===== src/include/manual_sel_pkg.sv =====
/*
  shared constants for the manual axis select and feed control block.
  assumes a four-axis machine driven by a ladder program through plain ports.
*/
package manual_sel_pkg;
  localparam int AXES      = 4;                 // configured axis count
  localparam int AXNUM_W   = 5;                 // axis-number field width
  localparam int FEED_W    = 32;                // feedrate word width
  localparam int MOVE_W    = 32;                // one movement-data word
  localparam int SLOTS     = 3;                 // point-to-point slots
  localparam int SCAN_W    = 16;                // scan counter width
  localparam logic [SCAN_W-1:0] SCAN_CYCLES = 16'h0FA0; // cycles per scan
  localparam logic [AXES-1:0]   AXES_NONE   = 4'h0;
  localparam logic [FEED_W-1:0] FEED_ZERO   = 32'h0;
  localparam logic [1:0]        WHEELS_THREE = 2'h3; // three-handwheel setup
  typedef enum logic [1:0] {
    FB_IDLE,
    FB_RUN,
    FB_STOP_WAIT
  } fb_state_type;
endpackage : manual_sel_pkg


===== src/manual_axis_select_feed_ctrl.sv =====
/*
  manual axis selection, alternate jog feedrate and point-to-point axis slots.
  assumes selection inputs come from the ladder on this clock; a scan tick
  is derived internally and handwheel and jog selections are sampled on it; slot numbers latch at start.
*/
`timescale 1ns/1ps
// Contract
// [RQ1] program selects handle mode, loads third axis number, asserts valid before turning
// [RQ2] third axis number decoded binary, 1..4 pick axes, gated by valid
// [RQ3] third valid acts like first valid, only with three wheels configured
// [RQ4] enabled axis in jog moves at alternate feedrate, enable per axis
// [RQ5] per-axis switch off uses common rate, on uses each axis rate
// [RQ6] alternate feedrate only in jog, enables ignored in other modes
// [RQ7] alternate-feed axis ignores rapid traverse and manual override
// [RQ8] reset stops alternate-feed axis; restart needs reset release, direction toggle
// [RQ9] direction raised with zero alternate rate flags error, axis stays
// [RQ10] program holds simultaneous bit to use alternate feed in auto
// [RQ11] program asserts jog with other manual mode to use alternate feed
// [RQ12] sync follower ignores own enable, follows master enable
// [RQ13] axis numbers loaded before start; changes during motion rejected
// [RQ14] three slots move together, axes in any order
// [RQ15] each slot axis number valid only with its valid bit
// [RQ16] slot axis number five bits, 1..4 select axes
// [RQ17] each slot takes movement from its own two-word pair
// [RQ18] handwheel selection changes apply only after axis motion stops
// [RQ19] zero or unconfigured axis number selects nothing
// [RQ20] selections sampled once per scan, used consistently
module manual_axis_select_feed_ctrl (
  // clock, reset, enable
  input  wire logic                                i_clk_sys,
  input  wire logic                                i_srst,
  input  wire logic                                i_ce,
  // mode and configuration
  input  wire logic                                i_handle_mode,
  input  wire logic                                i_jog_mode,
  input  wire logic                                i_auto_run,
  input  wire logic                                i_man_auto_sim,
  input  wire logic                                i_point_to_point_feed_mode,
  input  wire logic [1:0]                          i_wheel_count,
  input  wire logic                                i_nc_reset,
  input  wire logic                                i_rapid_sel,
  input  wire logic [manual_sel_pkg::FEED_W-1:0]   i_manual_feed,
  input  wire logic [manual_sel_pkg::FEED_W-1:0]   i_rapid_feed,
  input  wire logic [7:0]                          i_override_pct,
  // handwheel selections
  input  wire logic [manual_sel_pkg::AXNUM_W-1:0]  i_first_wheel_axis_num,
  input  wire logic                                i_first_wheel_valid,
  input  wire logic [manual_sel_pkg::AXNUM_W-1:0]  i_third_wheel_axis_num,
  input  wire logic                                i_third_wheel_valid,
  input  wire logic [manual_sel_pkg::AXES-1:0]     i_axis_moving,
  // alternate jog feedrate
  input  wire logic [manual_sel_pkg::AXES-1:0]     i_altfeed_en,
  input  wire logic                                i_altfeed_each,
  input  wire logic [manual_sel_pkg::FEED_W-1:0]   i_altfeed_common,
  input  wire logic [manual_sel_pkg::AXES*manual_sel_pkg::FEED_W-1:0] i_altfeed_each_rate,
  input  wire logic [manual_sel_pkg::AXES-1:0]     i_dir_sel,
  input  wire logic [manual_sel_pkg::AXES-1:0]     i_sync_follower,
  input  wire logic [manual_sel_pkg::AXES*2-1:0]   i_sync_master,
  // point-to-point slots
  input  wire logic [manual_sel_pkg::AXNUM_W-1:0]  i_ptp_slot1_axis_num,
  input  wire logic [manual_sel_pkg::AXNUM_W-1:0]  i_ptp_slot2_axis_num,
  input  wire logic [manual_sel_pkg::AXNUM_W-1:0]  i_ptp_slot3_axis_num,
  input  wire logic                                i_ptp_slot1_valid,
  input  wire logic                                i_ptp_slot2_valid,
  input  wire logic                                i_ptp_slot3_valid,
  input  wire logic                                i_ptp_start_strobe,
  input  wire logic [manual_sel_pkg::SLOTS*2*manual_sel_pkg::MOVE_W-1:0] i_ptp_move_data,
  // outputs
  output logic [manual_sel_pkg::AXES-1:0]          o_first_wheel_axes,
  output logic [manual_sel_pkg::AXES-1:0]          o_third_wheel_axes,
  output logic [manual_sel_pkg::AXES-1:0]          o_altfeed_active,
  output logic [manual_sel_pkg::AXES*manual_sel_pkg::FEED_W-1:0] o_axis_feed,
  output logic [manual_sel_pkg::AXES-1:0]          o_altfeed_error,
  output logic [manual_sel_pkg::AXES-1:0]          o_ptp_axes,
  output logic [manual_sel_pkg::AXES*2*manual_sel_pkg::MOVE_W-1:0] o_ptp_axis_move,
  output logic                                     o_ptp_busy,
  output logic                                     o_ptp_reject,
  output logic                                     o_scan_tick
);
  import manual_sel_pkg::*;

  // axis-number decode to one-hot, zero or out-of-range gives none
  function automatic logic [AXES-1:0] axis_decode(input logic [AXNUM_W-1:0] num,
                                                  input logic vld);
    logic [AXES-1:0] oh;
    oh = AXES_NONE;
    for (int a = 0; a < AXES; a++) begin
      if (vld && num == AXNUM_W'(a + 1)) begin
        oh[a] = 1'b1;
      end
    end
    return oh;
  endfunction : axis_decode

  // scan timer
  logic [SCAN_W-1:0] scan_cnt_r;
  logic [SCAN_W-1:0] scan_cnt_nxt;
  wire               scan_tick = (scan_cnt_r == SCAN_CYCLES - 16'h1);
  assign scan_cnt_nxt = scan_tick ? '0 : scan_cnt_r + 16'h1;
  assign o_scan_tick  = scan_tick;
  always_ff @(posedge i_clk_sys) begin
    if (i_srst) scan_cnt_r <= '0;
    else if (i_ce) scan_cnt_r <= scan_cnt_nxt;
  end

  // [RQ20] scan sampling of selections
  logic [AXES-1:0] en_s_r, dir_s_r, dir_prev_r;
  logic            jog_s_r, each_s_r, auto_s_r, sim_s_r;
  always_ff @(posedge i_clk_sys) begin
    if (i_srst) begin
      en_s_r     <= AXES_NONE;
      dir_s_r    <= AXES_NONE;
      dir_prev_r <= AXES_NONE;
      jog_s_r    <= 1'b0;
      each_s_r   <= 1'b0;
      auto_s_r   <= 1'b0;
      sim_s_r    <= 1'b0;
    end else if (i_ce && scan_tick) begin
      en_s_r     <= i_altfeed_en;
      dir_prev_r <= dir_s_r;
      dir_s_r    <= i_dir_sel;
      jog_s_r    <= i_jog_mode;
      each_s_r   <= i_altfeed_each;
      auto_s_r   <= i_auto_run;
      sim_s_r    <= i_man_auto_sim;
    end
  end

  // [RQ2] handwheel decode; [RQ3] third wheel only with three wheels
  wire             three_wheels = (i_wheel_count == WHEELS_THREE);
  wire [AXES-1:0]  first_dec = axis_decode(i_first_wheel_axis_num,
                                           i_handle_mode && i_first_wheel_valid);
  wire [AXES-1:0]  third_dec = axis_decode(i_third_wheel_axis_num,
                                           i_handle_mode && i_third_wheel_valid && three_wheels);

  // [RQ18] each selection updates only once its own selected axis is stopped
  wire first_hold = |(o_first_wheel_axes & i_axis_moving);
  wire third_hold = |(o_third_wheel_axes & i_axis_moving);
  always_ff @(posedge i_clk_sys) begin
    if (i_srst) begin
      o_first_wheel_axes <= AXES_NONE;
      o_third_wheel_axes <= AXES_NONE;
    end else if (i_ce && scan_tick) begin
      if (!first_hold) o_first_wheel_axes <= first_dec;
      if (!third_hold) o_third_wheel_axes <= third_dec;
    end
  end

  // [RQ12] follower takes master enable; [RQ6] jog only, auto needs sim bit
  logic [AXES-1:0] eff_en;
  wire  jog_ok = jog_s_r && (!auto_s_r || sim_s_r);
  logic [AXES-1:0] armed_r;
  genvar g;
  generate
    for (g = 0; g < AXES; g++) begin : g_axis
      wire [1:0]        mst     = i_sync_master[g*2 +: 2];
      wire [FEED_W-1:0] each_rt = i_altfeed_each_rate[g*FEED_W +: FEED_W];
      wire              rising  = dir_s_r[g] && !dir_prev_r[g];
      // [RQ5] common or per-axis rate
      wire [FEED_W-1:0] alt_rt  = each_s_r ? each_rt : i_altfeed_common;
      wire [FEED_W-1:0] ovr_rt  = FEED_W'((64'(i_manual_feed) * 64'(i_override_pct)) >> 7);
      assign eff_en[g] = jog_ok && (i_sync_follower[g] ? en_s_r[mst] : en_s_r[g]);
      // [RQ8] reset stops; rearm on fresh direction rising edge
      always_ff @(posedge i_clk_sys) begin
        if (i_srst) begin
          armed_r[g]         <= 1'b0;
          o_altfeed_error[g] <= 1'b0;
        end else if (i_ce) begin
          if (i_nc_reset) begin
            armed_r[g] <= 1'b0;
          end else if (scan_tick) begin
            // [RQ9] zero rate gives error and no motion
            if (rising && eff_en[g] && alt_rt == FEED_ZERO) begin
              o_altfeed_error[g] <= 1'b1;
              armed_r[g]         <= 1'b0;
            end else if (rising) begin
              o_altfeed_error[g] <= 1'b0;
              armed_r[g]         <= 1'b1;
            end else if (!dir_s_r[g]) begin
              armed_r[g] <= 1'b0;
            end
          end
        end
      end
      // [RQ4] alternate rate replaces manual; [RQ7] no rapid, no override
      always_ff @(posedge i_clk_sys) begin
        if (i_srst) begin
          o_axis_feed[g*FEED_W +: FEED_W] <= FEED_ZERO;
          o_altfeed_active[g]             <= 1'b0;
        end else if (i_ce) begin
          o_altfeed_active[g] <= eff_en[g] && armed_r[g] && !i_nc_reset;
          if (eff_en[g])
            o_axis_feed[g*FEED_W +: FEED_W] <= (armed_r[g] && !i_nc_reset) ? alt_rt : FEED_ZERO;
          else
            o_axis_feed[g*FEED_W +: FEED_W] <= i_rapid_sel ? i_rapid_feed : ovr_rt;
        end
      end
    end
  endgenerate

  // [RQ15] [RQ16] [RQ19] slot decode, zero or unconfigured selects none
  wire [AXES-1:0] s1 = axis_decode(i_ptp_slot1_axis_num, i_ptp_slot1_valid);
  wire [AXES-1:0] s2 = axis_decode(i_ptp_slot2_axis_num, i_ptp_slot2_valid);
  wire [AXES-1:0] s3 = axis_decode(i_ptp_slot3_axis_num, i_ptp_slot3_valid);
  logic [SLOTS*AXNUM_W-1:0] ptp_num_r;
  wire  [SLOTS*AXNUM_W-1:0] ptp_num_in = {i_ptp_slot3_axis_num, i_ptp_slot2_axis_num,
                                          i_ptp_slot1_axis_num};
  logic strobe_prev_r;
  wire  ptp_start = i_point_to_point_feed_mode && i_ptp_start_strobe && !strobe_prev_r;
  wire  ptp_done  = o_ptp_busy && !(|(o_ptp_axes & i_axis_moving)) && !ptp_start;

  // [RQ13] latch on start, reject changes while busy
  always_ff @(posedge i_clk_sys) begin
    if (i_srst) begin
      o_ptp_axes    <= AXES_NONE;
      o_ptp_busy    <= 1'b0;
      o_ptp_reject  <= 1'b0;
      strobe_prev_r <= 1'b0;
      ptp_num_r     <= '0;
    end else if (i_ce) begin
      strobe_prev_r <= i_ptp_start_strobe;
      o_ptp_reject  <= o_ptp_busy && (ptp_num_in != ptp_num_r);
      if (ptp_start && !o_ptp_busy) begin
        // [RQ14] three slots merged, any order
        o_ptp_axes <= s1 | s2 | s3;
        o_ptp_busy <= 1'b1;
        ptp_num_r  <= ptp_num_in;
      end else if (ptp_done || i_nc_reset) begin
        o_ptp_busy <= 1'b0;
        o_ptp_axes <= AXES_NONE;
      end
    end
  end

  // [RQ17] movement pair of each slot routed to its axis
  generate
    for (g = 0; g < AXES; g++) begin : g_move
      wire [2*MOVE_W-1:0] pick = s1[g] ? i_ptp_move_data[0 +: 2*MOVE_W] :
                                 s2[g] ? i_ptp_move_data[2*MOVE_W +: 2*MOVE_W] :
                                 s3[g] ? i_ptp_move_data[4*MOVE_W +: 2*MOVE_W] : '0;
      always_ff @(posedge i_clk_sys) begin
        if (i_srst) o_ptp_axis_move[g*2*MOVE_W +: 2*MOVE_W] <= '0;
        else if (i_ce && ptp_start && !o_ptp_busy)
          o_ptp_axis_move[g*2*MOVE_W +: 2*MOVE_W] <= pick;
      end
    end
  endgenerate

  // checks
  a_ptp_hold: assert property (@(posedge i_clk_sys) disable iff (i_srst) // [RQ13]
    (o_ptp_busy && i_ce && !ptp_done && !i_nc_reset) |=> $stable(o_ptp_axes))
    else $error("slot axes changed during motion");
  a_third_gate: assert property (@(posedge i_clk_sys) disable iff (i_srst) // [RQ3]
    (i_ce && scan_tick && !three_wheels && !third_hold) |=> o_third_wheel_axes == AXES_NONE)
    else $error("third wheel active without three wheels");
  a_reset_stop: assert property (@(posedge i_clk_sys) disable iff (i_srst) // [RQ8]
    (i_ce && i_nc_reset) |=> o_altfeed_active == AXES_NONE)
    else $error("alternate feed kept running on reset");
  a_zero_err: assert property (@(posedge i_clk_sys) disable iff (i_srst) // [RQ9]
    (|(o_altfeed_error & o_altfeed_active)) == 1'b0)
    else $error("axis moving while flagged");
  a_jog_only: assert property (@(posedge i_clk_sys) disable iff (i_srst) // [RQ6]
    (i_ce && !jog_s_r) |=> o_altfeed_active == AXES_NONE)
    else $error("alternate feed outside jog");
  a_ptp_decode: assert property (@(posedge i_clk_sys) disable iff (i_srst) // [RQ19]
    (i_ce && ptp_start && !o_ptp_busy) |=> o_ptp_axes == $past(s1 | s2 | s3))
    else $error("slot decode mismatch");

  // [RQ2] first wheel decode lands at the scan tick
  a_wheel_decode: assert property (@(posedge i_clk_sys) disable iff (i_srst) // [RQ2]
    (i_ce && scan_tick && !first_hold) |=> o_first_wheel_axes == $past(first_dec))
    else $error("first wheel decode mismatch");

  // [RQ18] selection held while a selected axis moves
  a_wheel_hold: assert property (@(posedge i_clk_sys) disable iff (i_srst) // [RQ18]
    (i_ce && scan_tick && first_hold) |=> $stable(o_first_wheel_axes))
    else $error("first wheel selection changed during motion");

  // [RQ4] armed and enabled axis runs at alternate feed
  a_alt_active: assert property (@(posedge i_clk_sys) disable iff (i_srst) // [RQ4]
    (i_ce && eff_en[0] && armed_r[0] && !i_nc_reset) |=> o_altfeed_active[0])
    else $error("alternate feed not active");

  // [RQ7] alternate axis takes its alternate rate only
  a_alt_rate: assert property (@(posedge i_clk_sys) disable iff (i_srst) // [RQ7]
    (i_ce && eff_en[0] && armed_r[0] && !i_nc_reset)
      |=> o_axis_feed[FEED_W-1:0] == $past(g_axis[0].alt_rt))
    else $error("alternate axis feed not alternate rate");

  // [RQ8] controller reset disarms every axis
  a_reset_disarm: assert property (@(posedge i_clk_sys) disable iff (i_srst) // [RQ8]
    (i_ce && i_nc_reset) |=> armed_r == AXES_NONE)
    else $error("axis still armed after reset");

  // [RQ13] changed slot number while busy is flagged
  a_reject_flag: assert property (@(posedge i_clk_sys) disable iff (i_srst) // [RQ13]
    (i_ce && o_ptp_busy && ptp_num_in != ptp_num_r) |=> o_ptp_reject)
    else $error("slot change during motion not flagged");

  // [RQ20] scan tick is a single-cycle pulse
  a_scan_pulse: assert property (@(posedge i_clk_sys) disable iff (i_srst) // [RQ20]
    (i_ce && scan_tick) |=> !scan_tick)
    else $error("scan tick longer than one cycle");

  c_ptp_run:  cover property (@(posedge i_clk_sys) o_ptp_busy ##1 !o_ptp_busy);
  c_alt_run:  cover property (@(posedge i_clk_sys) |o_altfeed_active);
  c_alt_err:  cover property (@(posedge i_clk_sys) |o_altfeed_error);
  c_third_on: cover property (@(posedge i_clk_sys) |o_third_wheel_axes);
  c_ptp_rej:  cover property (@(posedge i_clk_sys) o_ptp_reject);
endmodule : manual_axis_select_feed_ctrl


===== config.mk =====
export PLATFORM = sky130hd
export DESIGN_NAME = manual_axis_select_feed_ctrl
export DESIGN_NICKNAME = d
export VERILOG_FILES = /design/src/include/manual_sel_pkg.sv /design/src/manual_axis_select_feed_ctrl.sv
export SDC_FILE = /design/constraint.sdc
export NUM_CORES = 2
export LEC_CHECK = 0
export BUFFER_PORTS_ARGS = -buffer_cell sky130_fd_sc_hd__buf_2
export CORE_AREA = 3 3 349 351
export DETAILED_ROUTE_END_ITERATION = 6
export DIE_AREA = 0 0 352 354
export MAX_ROUTING_LAYER = met4
export SYNTH_ARGS = -nofsm -noshare
export SYNTH_HDL_FRONTEND = slang
export SYNTH_SLANG_ARGS = --single-unit

===== constraint.sdc =====
create_clock -name i_clk_sys -period 5.08 [get_ports i_clk_sys]
set_input_delay 0.508 -clock i_clk_sys [delete_from_list [all_inputs] [get_ports i_clk_sys]]
set_output_delay 0.508 -clock i_clk_sys [all_outputs]
set_load 0.02 [all_outputs]

==> out/metrics.cfg <==
[synth]
yosysWarnings=0
synthFlopType=dfxtp_1
yosysSeqAreaShare=0.284
syn_nets=5072
syn_area_per_cell_um2=7.43
synth.distinct_cells=80
async_reset_ff_frac=0
synth_cells=4346
synth_edf_count=0
ys_ff_latch=458
synth_area_mm2=0.0323

[setup_path]
end_kind=flop
critPathRequiredTime_ps=5620
arrival_ps=5450
cp-start-kind=input pin
crit_fanout=10
crit_type=in -> reg

[floorplan]
row_count=127
die_h_um=354
coreArea_mm2=0.119
ios=899
die_w_um=352
fp.dieArea_mm2=0.125
start_util=0.270

[placement]
place.port_buffers=898
gp_congestion=1.05
dp_hpwl_um=144000
placed_area_mm2=0.0395

[timing]
hold_viol_final=0
worstMarginPinSlew_ps=1070
min_period_ps=4910
finClkSkew_ps=53.8
tns_ps=0
rsz0062_at_grt=no
fmax_ghz=0.203
report.final.slew_viol_count=0
finalSetupViolCount=0
slew_headroom=0.281
post-route-period-util=0.967

[drt]
vias=37491
wl_met2_um=84600
dr.max_layer_used=met4
first_pass_iters=7
wl_met3_um=17700
drc=4
wire_per_inst_um=26.9
avgViaCountPerCell=5.44
routed_wirelength_um=186000
wl_met1_um=68400
drt_iter0_markers=4116
postRouteAntennaNets=0

[clocking]
clkTransAtPathRegs_ps=60
clk_latency_ps=690
cts_buffer_depth=3
clock-sinks=458
hold_buffers=0
cts-root-buf=clkbuf_16
numCtsBuffers=57
cts_setup_buffers=0
cts_tree=built
htreeDepth=2

[global_route]
grt_pass1_wl_um=261000
overflow=0
grt_max_degree=168
track_usage=0.293
grt_pass1_vias=35840
antenna_found_initial=47

[final_layout]
drive_above_1_share=0.243
final_util=0.350
multi_input_area_mm2=0.0214
final_cell_mix=buf_2 (896), nand2_1 (617), a21oi_1 (594)
final_common_cell=buf_2
regArea_mm2=0.00917
nFillCells=12819
stdcell_area_mm2=0.0418
syn2layout_area_growth_pct=29.4
fin_nets=5922

[pwr]
p_sw_frac=0.418
power_mw=18.1
seq_power_share=0.234
pwr-share-clk=0.251
internal_power_mw=10.5
peakVddDrop_uv=299
p_per_area_mw_per_mm2=434
switchingPower_mw=7.57
leakagePower_nw=18.8
p_comb_frac=0.515

[outcome]
status=complete, but fails checks
violations=DRC

[flow_run]
maxCapViolations=0

[min_path]
hp-class=in -> reg

sequential cells by signal, indices dropped and copies added, names as in the netlist, 4 cells and up:
signal and count:
dir_s_r 4, o_third_wheel_axes 4, o_first_wheel_axes 4, o_ptp_axes 4, o_altfeed_active 4, dir_prev_r 4
o_axis_feed 128, o_ptp_axis_move 256, en_s_r 4, scan_cnt_r 16, o_altfeed_error 4, armed_r 4
ptp_num_r 15
critical path, cell delays in order:
cell	delay (ps)
buf_2	180
buf_4	190
buf_4	160
and2_1	160
fa_1	510
fa_1	500
fa_1	490
inv_1	60
fa_1	480
inv_1	40
ha_1	350
buf_4	170
nand2_1	60
o2111ai_1	110
a21oi_1	200
o211ai_1	120
o21ai_2	300
a21oi_2	120
xnor2_1	490
a21oi_1	140
nor2_1	110
kinds of logic after synthesis:
family / share of synthesized area
simple gates: 0.251
fa+ha+maj: 0.132
xor+xnor: 0.0173
mux: 0.0247
flops: 0.284
buf+inv: 0.0586
compound gates: 0.233
final cells by class:
type                       instances  share of cell area
multi-input combinational       3387               0.512
sequential                       458               0.220
timing repair buffer            1125               0.153
tap                             1612              0.0483
clock buffer                      83              0.0399
inverter                         167              0.0151
clock inverter                    24              0.0101
antenna                           38             0.00228
layer usage:
metal  track usage  vias to the layer above
met5             -                        -
met1         0.333                    18038
met4         0.199                        0
met2         0.459                     2141
met3        0.0692                      494
li1              -                    16818
path summary, 6_finish.rpt:
| path | from | to | slack [ps] | cells past startpoint |
|---|---|---|---|---|
| setup / recovery | i_override_pct[2] | o_axis_feed[61] | 170 | 21 |
| hold / removal | i_ptp_start_strobe | strobe_prev_r | 70 | 3 |
| setup reg to reg | en_s_r[3] | o_axis_feed[125] | 1370 | 8 |
| hold reg to reg | o_ptp_axis_move[9] | o_ptp_axis_move[9] | 450 | 2 |
through the flow:
step                worst slack, ps  hold slack [ps]  cells
global route                   10.7             67.8   6886
CTS                             195             19.6   6856
floorplan                      19.4              430   4346
global placement               -383              440   6749
detailed placement             -446              444   6749
finish                          166             67.6   6894
cells in the mapped netlist (15+ instances only):
| cell | number | area, um^2 |
|---|---|---|
| a22oi_1 | 136 | 1020 |
| a221oi_1 | 78 | 683 |
| nand3_1 | 166 | 831 |
| o21ai_0 | 97 | 485 |
| xnor2_1 | 38 | 333 |
| nand4_1 | 20 | 125 |
| nor2b_1 | 32 | 200 |
| a21oi_1 | 594 | 2970 |
| o22ai_1 | 24 | 150 |
| and3_1 | 15 | 93.8 |
| a21o_1 | 24 | 180 |
| inv_1 | 167 | 627 |
| and2_1 | 194 | 1210 |
| fa_1 | 178 | 3560 |
| ha_1 | 56 | 701 |
| mux2i_1 | 74 | 741 |
| a31oi_1 | 19 | 119 |
| o211ai_1 | 72 | 541 |
| nor3_1 | 119 | 596 |
| clkbuf_1 | 287 | 1080 |
| nand2_1 | 618 | 2320 |
| nor4_1 | 21 | 131 |
| buf_1 | 39 | 146 |
| nand2b_1 | 19 | 119 |
| xor2_1 | 22 | 193 |
| a211oi_1 | 76 | 571 |
| nor2_1 | 561 | 2110 |
| dfxtp_1 | 458 | 9170 |
power groups by stage:
stage | clock network (mW) | registers (mW) | logic, mW
2_1_floorplan | 0 | 4.67 | 4.32
3_3_place_gp | 0 | 4.31 | 9.17
3_5_place_dp | 0 | 4.31 | 9.23
4_1_cts | 4.61 | 4.24 | 9.27
5_1_grt | 4.74 | 4.27 | 10.1
6_report | 4.54 | 4.24 | 9.32
timing repair:
item                                    in CTS  in global routing
gates resized for setup                      0                  7
hold endpoints to repair                     0                  0
endpoints found under the setup margin       0                 20
(Power assumes the default switching activity.)
